**config.mk**
```make
export PLATFORM = sky130hd
export DESIGN_NAME = tla_alert_logic
export DESIGN_NICKNAME = d
export VERILOG_FILES = /design/src/tla_pkg.sv /design/src/tla_alert_logic.sv /design/src/tla_event_counter.sv
export VERILOG_INCLUDE_DIRS = /design/src
export SDC_FILE = /design/constraint.sdc
export NUM_CORES = 1
export LEC_CHECK = 0
export BUFFER_PORTS_ARGS = -buffer_cell sky130_fd_sc_hd__buf_2
export CORE_ASPECT_RATIO = 0.8
export CORE_MARGIN = 2
export CORE_UTILIZATION = 57
export DETAILED_ROUTE_END_ITERATION = 10
export PLACE_DENSITY = 0.82
export REMOVE_ABC_BUFFERS = 1
export SYNTH_ARGS = -nofsm -noshare
export SYNTH_HDL_FRONTEND = slang
export SYNTH_HIERARCHICAL = 1
export SYNTH_SLANG_ARGS = --single-unit
```
**constraint.sdc**
```tcl
create_clock -name ref_clk -period 7.05 [get_ports ref_clk]
set_input_delay 0 -clock ref_clk [delete_from_list [all_inputs] [get_ports ref_clk]]
set_output_delay 0 -clock ref_clk [all_outputs]
set_load 0.01 [all_outputs]
```
**src/tla_map.svh**
```systemverilog
// constants for the temperature limit and alert logic
`ifndef TLA_MAP_SVH
`define TLA_MAP_SVH

// ---------------------------------------------------------------
// widths
// ---------------------------------------------------------------
`define TLA_NUM_CH 2
`define TLA_EXT_CH 1
`define TLA_RAW_W 12
`define TLA_CODE_W 11
`define TLA_IDEAL_W 6
`define TLA_QUEUE_W 3

// ---------------------------------------------------------------
// reading encoding
// ---------------------------------------------------------------
`define TLA_EXT_OFFSET 13'sh0200
`define TLA_DEF_MAX 11'h3ff
`define TLA_EXT_MAX 11'h7ff
`define TLA_FAULT_CODE 11'h000
`define TLA_LO_PAD 5'h00
`define TLA_HYST_FRAC 3'h0

// ---------------------------------------------------------------
// reset values and filter settings
// ---------------------------------------------------------------
`define TLA_IDEAL_RST 6'h12
`define TLA_FILT_OFF 2'h0
`define TLA_FILT_L1 2'h1
`define TLA_FILT_L2 2'h2
`define TLA_FILT_L1_SHIFT 2
`define TLA_FILT_L2_SHIFT 3
`define TLA_FILT_FRAC 3

`endif

```
**src/tla_pkg.sv**
```systemverilog
// types shared by the temperature limit and alert logic
package tla_pkg;

  // ---------------------------------------------------------------
  // carriers
  // ---------------------------------------------------------------
  // limits of one channel, in the same encoding as the stored reading
  typedef struct packed {
    logic [10:0] high;
    logic [10:0] low;
    logic [10:0] crit;
  } tla_limits_s;

  // one conversion result of one channel from the converter
  typedef struct packed {
    logic signed [11:0] raw;   // eighths of a degree, signed
    logic open_fault;          // pins open or a pin shorted to supply
    logic short_low;           // pins shorted together or positive to ground
  } tla_meas_s;

  // alert pin behaviour
  typedef enum logic {
    TLA_MODE_INTERRUPT,
    TLA_MODE_COMPARATOR
  } tla_mode_e;

endpackage : tla_pkg
```
**src/tla_alert_logic.sv**
```systemverilog
// limit check, fault handling and alert pins of a two-channel sensor
`timescale 1ns/1ps
`include "tla_map.svh"

module tla_alert_logic #(
  parameter int NCH = `TLA_NUM_CH,
  parameter int EXT = `TLA_EXT_CH,
  parameter int QW = `TLA_QUEUE_W
) (
  // clock and reset
  input wire logic ref_clk,
  input wire logic sys_rst,
  // converter results, one strobe per round of all channels
  input wire logic meas_valid,
  input tla_pkg::tla_meas_s [NCH-1:0] meas,
  // mode and masks
  input tla_pkg::tla_mode_e alert_mode,
  input wire logic ext_range,
  input wire logic mask_all,
  input wire logic [NCH-1:0] chan_mask,
  // limits
  input tla_pkg::tla_limits_s [NCH-1:0] limits,
  input wire logic [7:0] hysteresis,
  input wire logic [QW-1:0] alert_queue,
  input wire logic [QW-1:0] crit_queue,
  // external diode settings, loaded on cfg_wr
  input wire logic cfg_wr,
  input wire logic [5:0] ideality_wdata,
  input wire logic [1:0] filter_wdata,
  // status clear from the host read path
  input wire logic status_clr,
  // readings
  output logic [NCH-1:0][7:0] temp_high_byte,
  output logic [NCH-1:0][7:0] temp_low_byte,
  // settings to the analog front end
  output logic [5:0] ideality_factor,
  output logic [1:0] filter_level,
  // status
  output logic [NCH-1:0] high_status,
  output logic [NCH-1:0] low_status,
  output logic [NCH-1:0] crit_status,
  output logic fault_status,
  // open-drain pins, active low, enable high while pulling down
  output logic alert_comparator_pin_o,
  output logic alert_comparator_pin_oe,
  output logic crit_pin_o,
  output logic crit_pin_oe
);

  // ---------------------------------------------------------------
  // elaboration checks
  // ---------------------------------------------------------------
  initial begin
    if (NCH < 1 || EXT >= NCH || EXT < 0) begin
      $error("tla_alert_logic: channel parameters out of range");
    end
  end

  // ---------------------------------------------------------------
  // external diode settings
  // ---------------------------------------------------------------
  // ideality only feeds the front end; nothing here corrects for it
  always_ff @(posedge ref_clk) begin
    if (sys_rst) begin
      ideality_factor <= `TLA_IDEAL_RST;
      filter_level <= `TLA_FILT_OFF;
    end else if (cfg_wr) begin
      ideality_factor <= ideality_wdata;
      filter_level <= filter_wdata;
    end
  end

  // ---------------------------------------------------------------
  // fault decode
  // ---------------------------------------------------------------
  // negative pin to ground is no input here: the converter still sees
  // a diode and its result goes through as an ordinary reading
  wire ext_fault = meas[EXT].open_fault;
  wire ext_short = meas[EXT].short_low;

  // ---------------------------------------------------------------
  // digital filter on the external channel
  // ---------------------------------------------------------------
  // accumulator keeps three fraction bits so small steps are not lost
  logic signed [14:0] filt_acc;
  wire signed [14:0] filt_in = {meas[EXT].raw, 3'h0};
  wire signed [15:0] filt_diff = 16'(filt_in) - 16'(filt_acc);
  wire signed [15:0] filt_step1 = filt_diff >>> `TLA_FILT_L1_SHIFT;
  wire signed [15:0] filt_step2 = filt_diff >>> `TLA_FILT_L2_SHIFT;
  wire filt_l1 = (filter_level == `TLA_FILT_L1);
  wire filt_l2 = (filter_level == `TLA_FILT_L2);
  wire signed [15:0] filt_sum1 = 16'(filt_acc) + filt_step1;
  wire signed [15:0] filt_sum2 = 16'(filt_acc) + filt_step2;
  wire signed [14:0] next_filt_acc = filt_l1 ? filt_sum1[14:0] :
                                     filt_l2 ? filt_sum2[14:0] :
                                     filt_in;

  // a faulted round carries no temperature, so it must not pull the
  // filter toward garbage
  always_ff @(posedge ref_clk) begin
    if (sys_rst) begin
      filt_acc <= '0;
    end else if (meas_valid && !ext_fault && !ext_short) begin
      filt_acc <= next_filt_acc;
    end
  end

  // ---------------------------------------------------------------
  // reading encoding
  // ---------------------------------------------------------------
  function automatic logic [10:0] to_code(input logic signed [11:0] r,
                                          input logic ext);
    logic signed [12:0] shifted;
    logic [10:0] top;
    shifted = ext ? (13'(r) + `TLA_EXT_OFFSET) : 13'(r);
    top = ext ? `TLA_EXT_MAX : `TLA_DEF_MAX;
    if (shifted < 0) begin
      to_code = '0;
    end else if (shifted > 13'(top)) begin
      to_code = top;
    end else begin
      to_code = shifted[10:0];
    end
  endfunction : to_code

  // ---------------------------------------------------------------
  // stage 1: capture codes of the round
  // ---------------------------------------------------------------
  logic [NCH-1:0][10:0] code;
  logic fault_q;
  logic stage1;
  logic stage2;
  logic [NCH-1:0][10:0] next_code;

  genvar g;
  generate
    for (g = 0; g < NCH; g++) begin : g_code
      wire signed [11:0] src = (g == EXT) ? next_filt_acc[14:3] : meas[g].raw;
      wire forced_zero = (g == EXT) && (ext_fault || ext_short);
      // faults and low shorts both read as the all-zero code
      assign next_code[g] = forced_zero ? `TLA_FAULT_CODE :
                            to_code(src, ext_range);
    end
  endgenerate

  // the external code takes this round's filter output, so a disabled
  // filter never shows a stale or reset reading that could raise a low alert
  always_ff @(posedge ref_clk) begin
    if (sys_rst) begin
      code <= '0;
      fault_q <= 1'b0;
      stage1 <= 1'b0;
      stage2 <= 1'b0;
    end else begin
      stage1 <= meas_valid;
      stage2 <= stage1;
      if (meas_valid) begin
        code <= next_code;
        fault_q <= ext_fault;
      end
    end
  end

  // ---------------------------------------------------------------
  // reading bytes
  // ---------------------------------------------------------------
  generate
    for (g = 0; g < NCH; g++) begin : g_bytes
      always_ff @(posedge ref_clk) begin
        if (sys_rst) begin
          temp_high_byte[g] <= '0;
          temp_low_byte[g] <= '0;
        end else if (stage1) begin
          temp_high_byte[g] <= code[g][10:3];
          temp_low_byte[g] <= {code[g][2:0], `TLA_LO_PAD};
        end
      end
    end
  endgenerate

  // ---------------------------------------------------------------
  // limit comparisons
  // ---------------------------------------------------------------
  // hysteresis is whole degrees; moved to eighths so it lines up with
  // the code in either range
  wire [11:0] hyst_code = {1'b0, hysteresis, `TLA_HYST_FRAC};
  wire comp_mode = (alert_mode == tla_pkg::TLA_MODE_COMPARATOR);

  logic [NCH-1:0] over_hi;
  logic [NCH-1:0] at_hi;
  logic [NCH-1:0] under_lo;
  logic [NCH-1:0] at_crit;
  logic [NCH-1:0] below_hi_hyst;
  logic [NCH-1:0] below_crit_hyst;
  logic [NCH-1:0] chan_fault;
  logic [NCH-1:0] alert_hit;
  logic [NCH-1:0] alert_met;
  logic [NCH-1:0] crit_met;

  generate
    for (g = 0; g < NCH; g++) begin : g_cmp
      wire [11:0] code_w = {1'b0, code[g]};
      assign chan_fault[g] = (g == EXT) && fault_q;
      assign over_hi[g] = code[g] > limits[g].high;
      assign at_hi[g] = code[g] >= limits[g].high;
      // a faulted channel reads zero, which would look low against any low limit above zero
      assign under_lo[g] = (code[g] < limits[g].low) &&
                           !chan_fault[g];
      assign at_crit[g] = code[g] >= limits[g].crit;
      assign below_hi_hyst[g] = (code_w + hyst_code) <
                                {1'b0, limits[g].high};
      assign below_crit_hyst[g] = (code_w + hyst_code) <
                                  {1'b0, limits[g].crit};
      assign alert_hit[g] = comp_mode ? over_hi[g] :
                            (at_hi[g] || under_lo[g] ||
                             chan_fault[g]);

      tla_event_counter #(
        .QW(QW)
      ) u_alert_cnt (
        .ref_clk(ref_clk),
        .sys_rst(sys_rst),
        .sample(stage1),
        .hit(alert_hit[g]),
        .threshold(alert_queue),
        .met(alert_met[g])
      );

      tla_event_counter #(
        .QW(QW)
      ) u_crit_cnt (
        .ref_clk(ref_clk),
        .sys_rst(sys_rst),
        .sample(stage1),
        .hit(at_crit[g]),
        .threshold(crit_queue),
        .met(crit_met[g])
      );
    end
  endgenerate

  // ---------------------------------------------------------------
  // qualified events of the round, evaluated at stage 2
  // ---------------------------------------------------------------
  wire [NCH-1:0] ev_hi = stage2 ? (alert_met & at_hi) : '0;
  wire [NCH-1:0] ev_lo = stage2 ? (alert_met & under_lo) : '0;
  wire ev_fault = stage2 && alert_met[EXT] && fault_q;
  wire [NCH-1:0] cmp_set = stage2 ? (alert_met & over_hi & ~chan_mask)
                                  : '0;
  wire all_below_hi = &below_hi_hyst;
  wire all_below_crit = &below_crit_hyst;
  wire [NCH-1:0] crit_set = stage2 ? crit_met : '0;

  // ---------------------------------------------------------------
  // comparator latch and critical latch
  // ---------------------------------------------------------------
  logic cmp_active;
  logic crit_active;
  wire next_cmp_active = (|cmp_set) ? 1'b1 :
                         (stage2 && all_below_hi) ? 1'b0 :
                         cmp_active;
  wire next_crit_active = (|crit_set) ? 1'b1 :
                          (stage2 && all_below_crit) ? 1'b0 :
                          crit_active;

  always_ff @(posedge ref_clk) begin
    if (sys_rst) begin
      cmp_active <= 1'b0;
      crit_active <= 1'b0;
    end else begin
      cmp_active <= comp_mode && next_cmp_active;
      crit_active <= next_crit_active;
    end
  end

  // ---------------------------------------------------------------
  // status bits
  // ---------------------------------------------------------------
  // interrupt mode: high, low and fault bits sticky until the host clears,
  // a new event in the clear cycle wins; comparator mode: high bits follow the latch
  wire clr_int = status_clr && !comp_mode;
  wire [NCH-1:0] next_high_status =
    comp_mode ? (next_cmp_active ? (high_status | cmp_set) : '0)
              : (ev_hi | (clr_int ? '0 : high_status));
  wire [NCH-1:0] next_low_status =
    ev_lo | (clr_int ? '0 : low_status);
  wire next_fault_status =
    ev_fault | (!clr_int && fault_status);
  wire [NCH-1:0] next_crit_status =
    next_crit_active ? (crit_status | crit_set) : '0;

  always_ff @(posedge ref_clk) begin
    if (sys_rst) begin
      high_status <= '0;
      low_status <= '0;
      fault_status <= 1'b0;
      crit_status <= '0;
    end else begin
      high_status <= next_high_status;
      low_status <= next_low_status;
      fault_status <= next_fault_status;
      crit_status <= next_crit_status;
    end
  end

  // ---------------------------------------------------------------
  // pin drive
  // ---------------------------------------------------------------
  wire [NCH-1:0] fault_vec = fault_status ? NCH'(1) << EXT : '0;
  wire int_pending = |((high_status | low_status | fault_vec) &
                       ~chan_mask);
  // the global mask only matters outside comparator mode
  wire alert_drive = comp_mode ? cmp_active
                               : (int_pending && !mask_all);

  always_ff @(posedge ref_clk) begin
    if (sys_rst) begin
      alert_comparator_pin_oe <= 1'b0;
      crit_pin_oe <= 1'b0;
    end else begin
      alert_comparator_pin_oe <= alert_drive;
      crit_pin_oe <= crit_active;
    end
  end

  // open drain: only ever pulls low
  assign alert_comparator_pin_o = 1'b0;
  assign crit_pin_o = 1'b0;

endmodule : tla_alert_logic

```
**src/tla_event_counter.sv**
```systemverilog
// consecutive measurement counter for one channel and one pin
`timescale 1ns/1ps
`include "tla_map.svh"

module tla_event_counter #(
  parameter int QW = `TLA_QUEUE_W
) (
  // clock and reset
  input wire logic ref_clk,
  input wire logic sys_rst,
  // measurement
  input wire logic sample,
  input wire logic hit,
  input wire logic [QW-1:0] threshold,
  // result
  output logic met
);

  initial begin
    if (QW < 1 || QW > 8) begin
      $error("tla_event_counter: QW out of range");
    end
  end

  logic [QW-1:0] count;
  wire [QW-1:0] all_ones = {QW{1'b1}};
  wire [QW-1:0] thr_eff = (threshold == '0) ? QW'(1) : threshold;
  wire saturated = (count == all_ones);

  // any in-limit measurement breaks the run and restarts it
  always_ff @(posedge ref_clk) begin
    if (sys_rst) begin
      count <= '0;
    end else if (sample) begin
      count <= hit ? (saturated ? count : count + QW'(1)) : '0;
    end
  end

  assign met = (count >= thr_eff);

endmodule : tla_event_counter

```
## After elaboration in Yosys (flattened, before gate mapping)

Cells that the tools add are included.

| storage, ports and cells | value |
|---|---|
| word-level logic and storage cells | 148 |
| flip-flop bits (word level) | 93 |
| output and inout bits | 51 |
| bits of input ports | 126 |

| operators by class | value |
|---|---|
| bitwise logic cells | 14 |
| reductions and logical operators | 33 |
| add/sub/neg operators | 11 |
| mux-type cells | 36 |
| order comparisons | 20 |
| eq/ne operators | 10 |

Operators with widths:

| cell | number |
|---|---|
| 11-bit two-way mux | 6 |
| 12-bit by 11-bit < comparator with 1-bit output | 4 |
| 11-bit >= comparator | 4 |
| 15-bit two-way mux | 2 |
| 3-bit two-way mux | 10 |
| 12-bit by 11-bit adder with 13-bit output, second input constant | 2 |
| 13-bit by 11-bit > comparator with 1-bit output | 2 |
| 13-bit by 1-bit < comparator with 1-bit output, second input constant | 2 |
| 13-bit two-way mux | 2 |
| 11-bit by 11-bit adder with 12-bit output | 2 |
| 11-bit > comparator | 2 |
| 11-bit < comparator | 2 |
| 2-bit two-way mux | 9 |
| 15-bit by 15-bit subtractor with 16-bit output | 1 |
| 15-bit by 13-bit adder with 15-bit output | 1 |
| 15-bit by 14-bit adder with 15-bit output | 1 |
| 3-bit by 1-bit adder with 3-bit output, second input constant | 4 |
| 3-bit equality test, second input constant | 4 |
| 3-bit >= comparator | 4 |
| 2-bit OR | 6 |
| 2-bit AND reduction | 6 |
| 1-bit logical AND | 11 |
| 2-bit AND | 5 |
| 2-bit inequality test, second input constant | 4 |
| 10 further kinds | 28 |

## Depth between registers and ports, before layout

| depth | value |
|---|---|
| word-level depth | 10 |
| mapped depth | 25 |
| gate-level depth less buffers | 25 |

## Modules after synthesis

Netlist, hierarchy kept.

By module, submodules not included:

| module | times used | cells an instance | sequential area each (µm²) | area an instance (µm²) |
|---|---|---|---|---|
| tla_alert_logic | 1 | 1037 | 1621.6 | 8341.8 |
| tla_event_counter | 4 | 25 | 60.1 | 219.0 |

## Worst setup path after synthesis

Ideal clock, no wire load.

| timing path | value |
|---|---|
| path kind | reg-to-reg |
| start point | register filt_acc[4] |
| end point | register code[20] (netlist name) |
| cell stages (with the launch flop) | 25 |
| data required time | 6.933 ns |
| setup time | 0.117 ns |
| period minus slack after synthesis | 4.966 ns |
| setup slack | 2.084 ns |
| arrival time | 4.848 ns |
| buffers on the path | 0 |
| path through | dfxtp_1 inv_1 ha_1 or3_1 o221a_2 o2bb2ai_2 o21a_1 o21a_1 o21a_1 o21a_1 nor2_1 xnor2_1 ha_1 and3_1 a2111oi_0 o21ai_0 nand4_1 and2_1 inv_1 ha_1 nand2b_1 a21oi_1 a31oi_1 mux2_4 a32o_1 |

| on the way | value |
|---|---|
| word-level cells in the longest chain between the ends | 10 |
| elaborated cells between the ends (all ways) | 12 |
| classes of those cells | 4 x add/sub; 2 x order compare; 6 x mux |

Ends and longest elaborated chain:

| element | line | source |
|---|---|---|
| start: declaration | tla_alert_logic.sv:85 | `logic signed [14:0] filt_acc;` |
| start signal: assignment | tla_alert_logic.sv:104 | `filt_acc <= next_filt_acc;` |
| 15-bit by 15-bit subtractor with 16-bit output | tla_alert_logic.sv:87 | `wire signed [15:0] filt_diff = 16'(filt_in) - 16'(filt_acc);` |
| 15-bit by 13-bit adder with 15-bit output | tla_alert_logic.sv:93 | `wire signed [15:0] filt_sum2 = 16'(filt_acc) + filt_step2;` |
| 15-bit two-way mux | tla_alert_logic.sv:95 | `filt_l2 ? filt_sum2[14:0] :` |
| 15-bit two-way mux * | tla_alert_logic.sv:94 | `wire signed [14:0] next_filt_acc = filt_l1 ? filt_sum1[14:0] :` |
| via next_filt_acc[13] | tla_alert_logic.sv:94 |  |
| 12-bit by 11-bit adder with 13-bit output (no line) | n/a |  |
| 13-bit two-way mux * | tla_alert_logic.sv:115 | `` shifted = ext ? (13'(r) + `TLA_EXT_OFFSET) : 13'(r); `` |
| 13-bit by 11-bit > comparator with 1-bit output | tla_alert_logic.sv:119 | `end else if (shifted > 13'(top)) begin` |
| 11-bit two-way mux | tla_alert_logic.sv:119 |  |
| 11-bit two-way mux * | tla_alert_logic.sv:117 | `if (shifted < 0) begin` |
| 11-bit two-way mux * | tla_alert_logic.sv:141 | `` assign next_code[g] = forced_zero ? `TLA_FAULT_CODE : `` |
| end signal: assignment | tla_alert_logic.sv:158 | `code <= next_code;` |
| end: declaration | tla_alert_logic.sv:129 | `logic [NCH-1:0][10:0] code;` |

The timed path passes the listed nets; every way through them passes the cells marked *.
A chain may end at the register's enable or synchronous reset.

## Final worst setup path

| timing path | value |
|---|---|
| start point | register filt_acc[3] |
| end point | register code[20] (netlist name) |

The elaborated chain is that of the path after synthesis.

==> results.md <==
* Met2 Use GR at 46.9%
* Crit-path max cell delay at 0.49 ns
* Share of cells above drive strength 1 at 15.8%
* Cell repeated most along the worst path: o21a_1
* Warning count from the yosys run at 6
* Post-Syn Instances at 1137
* Antenna cell count at 0
* Post-synth cell types at 73
* CTS HTree Levels at 3
* Final setup violation count at 0
* CP Data Arrival Time at 5.94 ns
* Die height at 118 µm
* Critical-path cell list: inv_1 > ha_1 > nor4b_1 > o221a_2 > o2bb2ai_2 > o21a_1 > o21a_1 > o21a_1 > o21a_1 > nor2_1 > xnor2_1 > ha_1 > and3_1 > a2111oi_0 > o21ai_0 > nand4_1 > and2_1 > inv_1 > ha_1 > nand2b_1 > a21oi_1 > a31oi_1 > mux2_4 > a32o_1
* Via/cell ratio at 5.84
* Avg Cell Area, Syn at 8.11 µm²
* DIE AREA at 17200 µm²
* Reg clk slew, reported paths at 0.07 ns
* Final period util at 80.7%
* DRT iter0 DRCs at 790
* Pin count of the biggest net entering global routing at 65
* Number of nets with antenna violations after routing at 0
* Clk buf depth at 2
* Synth Cell Area at 9220 µm²
* Core area at 15800 µm²
* Max-slew violations at 0
* Worst-Skew Late Latency at 0.35 ns
* Final instance count without filler cells at 1526
* Pleak at 5.47 nW
* Fillers at 1352
* Routed wire length at 25400 µm
* CP delay by family, top: compound AO/OA/AOI/OAI gates
* Initial Util at 58.3%
* R2R Path End: code[20]
* Setup TNS at 0 ns
* Critical path's slowest cell: a2111oi_0
* Worst slew pin tran at 0.978 ns
* Fmax at 0.176 GHz
* Met3 Use GR at 6.74%
* First-pass GRT wire length at 41400 µm
* Peak VDD IR at 147 µV
* Cell Pwr Density at 164 nW/µm²
* Synthesized flop and latch total at 93
* Clock skew at 0.00779 ns
* Buf/Inv on CP at 2
* CTS tree: done
* R2r startpoint: filt_acc[3]
* Commonest non-fill, non-tap cells in the layout: ha_1, buf_2, inv_1, nor2_1, dfxtp_1
* Root cell of the clock tree: clkbuf_16
* Detailed-route DRC error count at 0
* Required time of the critical path at 7.30 ns
* # nets final at 1610
* Final hold violation count at 0
* Post-placement cell count at 1488
* Worst setup path endpoint: code[20]
* Initial antenna violation count at 0
* All-Layer GR Usage at 29.3%
* Final Wtd Congestion at 0.969
* Seq/Total Area, Yosys at 20.2%
* Unrepaired setup endpoints after global routing: no
* R2r setup slk at 1.36 ns
* Ports at 177
* Row cnt at 41
* Most common cell after layout, fill and taps aside: ha_1
* CTS Buf Count at 9
* CP Max Fanout at 6
* Reg2Reg Depth at 24
* Critical Path Source Type: flop
* Post-synth ARST share at 0%
* Fin crit period at 5.69 ns
* Max_cap viols at 0
* Number of synthesized flops with an enable pin at 0
* Clk sink count at 93
* Met1 usage at 40.7%
* Grt total ovfl at 0
* Crit path capture type: flop
* Crit Path Class: reg -> reg
* Storage cell area at 1860 µm²
* Status: finished clean
* P&R area growth vs syn at 16.3%
* Critical path depth at 24
* PortBufs at 162
* Wire per inst at 16.7 µm
* Post-cts resize count at 0
* Critical path origin: filt_acc[3]
* GRT busiest layer: met2
* Top FF cell, synth: dfxtp_1
* Die X at 146 µm
* Multi-input gate area at 6770 µm²
* Initial DRT Pass Iterations at 5
* Vias in the first global route at 8512
* Worst hold path class: in -> reg
* Max-slew headroom at 34.4%
* Total number of vias at 8914
* Detailed Place HPWL at 19700 µm
-- synth_stat cells, types with 5 or more instances --
cell / count / area, µm²
nor2_1: 109 / 409
o21ai_0: 46 / 230
and3_1: 7 / 43.8
buf_1: 7 / 26.3
o211ai_1: 17 / 128
o21bai_1: 15 / 113
nand2b_1: 13 / 81.3
xnor2_1: 19 / 166
nand2_1: 62 / 233
mux2i_1: 40 / 400
nand3_1: 14 / 70.1
ha_1: 174 / 2180
a31oi_1: 6 / 37.5
nor3_1: 28 / 140
a211oi_1: 20 / 150
nand4_1: 11 / 68.8
o21ai_1: 10 / 50.1
or2_2: 6 / 37.5
nor2b_1: 13 / 81.3
o21a_1: 28 / 210
o31ai_1: 10 / 75.1
a21oi_1: 83 / 415
or4_1: 5 / 37.5
a211o_1: 6 / 52.6
inv_1: 114 / 428
a22oi_1: 11 / 82.6
a21o_1: 34 / 255
a32oi_1: 9 / 78.8
buf_4: 12 / 90.1
a21boi_0: 7 / 52.6
xor2_1: 16 / 140
dfxtp_1: 93 / 1860
clkbuf_1: 23 / 86.3
-- area by class of cell --
type	instances	area share, %
clock buffers	11	2.17
clock inverters	5	0.794
inverters	115	4.03
multi-input cells	898	63.2
flip-flops and latches	93	17.4
well taps	215	2.51
repair buffers	189	9.97
-- registers in the layout, summed over array words and instances (netlist names) --
register,cells
crit_active,1
temp_low_byte,6
filt_acc,15
temp_high_byte,16
high_status,2
low_status,2
code,22
cmp_active,1
stage1,1
alert_comparator_pin_oe,1
crit_status,2
filter_level,2
crit_pin_oe,1
fault_q,1
g_cmp.u_crit_cnt/count,6
ideality_factor,6
stage2,1
fault_status,1
g_cmp.u_alert_cnt/count,6
-- power by group --
group | internal (mW) | leakage [nW] | switching [mW] | total (mW)
Combinational | 0.281 | 4.56 | 0.375 | 0.656
Clock | 0.313 | 0.150 | 0.220 | 0.532
Sequential | 0.544 | 0.756 | 0.0263 | 0.571
-- worst min path at each step --
stage,startpoint,end,slack (ns),depth (start not counted)
finish,ext_range,code[10],0.05,3
global route,ext_range,code[10],0.06,3
CTS,ext_range,code[10],0.03,3
detailed placement,ideality_wdata[4],ideality_factor[4],0.23,3
global placement,ideality_wdata[4],ideality_factor[4],0.23,3
floorplan,sys_rst,code[0],0.07,1
-- worst reg2reg max path: cells and delay by family, from the launching register on --
kind	cells	cell delay, ns
flops	1	0.36
xor+xnor	1	0.22
mux	1	0.28
buf+inv	2	0.15
fa+ha+maj	3	0.89
simple gates	6	1.36
compound gates	11	2.33
-- timing repair --
action / CTS / global route
hold buffers: 22 / 0
endpoints found under the hold margin: 21 / 0
buffers inserted: 0 / 0
-- cells by family after synthesis --
family | Yosys count | share of synthesized area [%]
multiplexers | 41 | 4.51
adder cells (fa/ha/maj) | 178 | 24.5
other | 1 | 0.0407
XOR/XNOR | 36 | 3.50
AO/OA/AOI/OAI | 344 | 25.8
flip-flops | 93 | 20.2
AND/OR/NAND/NOR | 287 | 14.6
buffers and inverters | 157 | 6.88
-- layer usage --
metal | up-vias | share of wire [%]
met5 | - | 0
met4 | 0 | 1.4
met3 | 37 | 8.8
met2 | 364 | 43
met1 | 4071 | 47
li1 | 4442 | -
-- stage by stage --
step / total power [mW] / cell area (µm²) / hold WS, ns / worst slack, ns / utilization, %
after global placement: 1.19 / 10200 / 0.226 / 1.57 / 64.4
after detailed placement: 1.21 / 10200 / 0.234 / 1.48 / 64.4
after floorplan: 1.02 / 9060 / 0.0691 / 2.08 / -
after CTS: 1.75 / 10700 / 0.0332 / 1.42 / 67.8
after global routing: 1.87 / 10700 / 0.0583 / 0.961 / 67.8
final: 1.76 / 10700 / 0.0468 / 1.36 / 67.8
No activity file was read; power rests on OpenSTA's default activity.
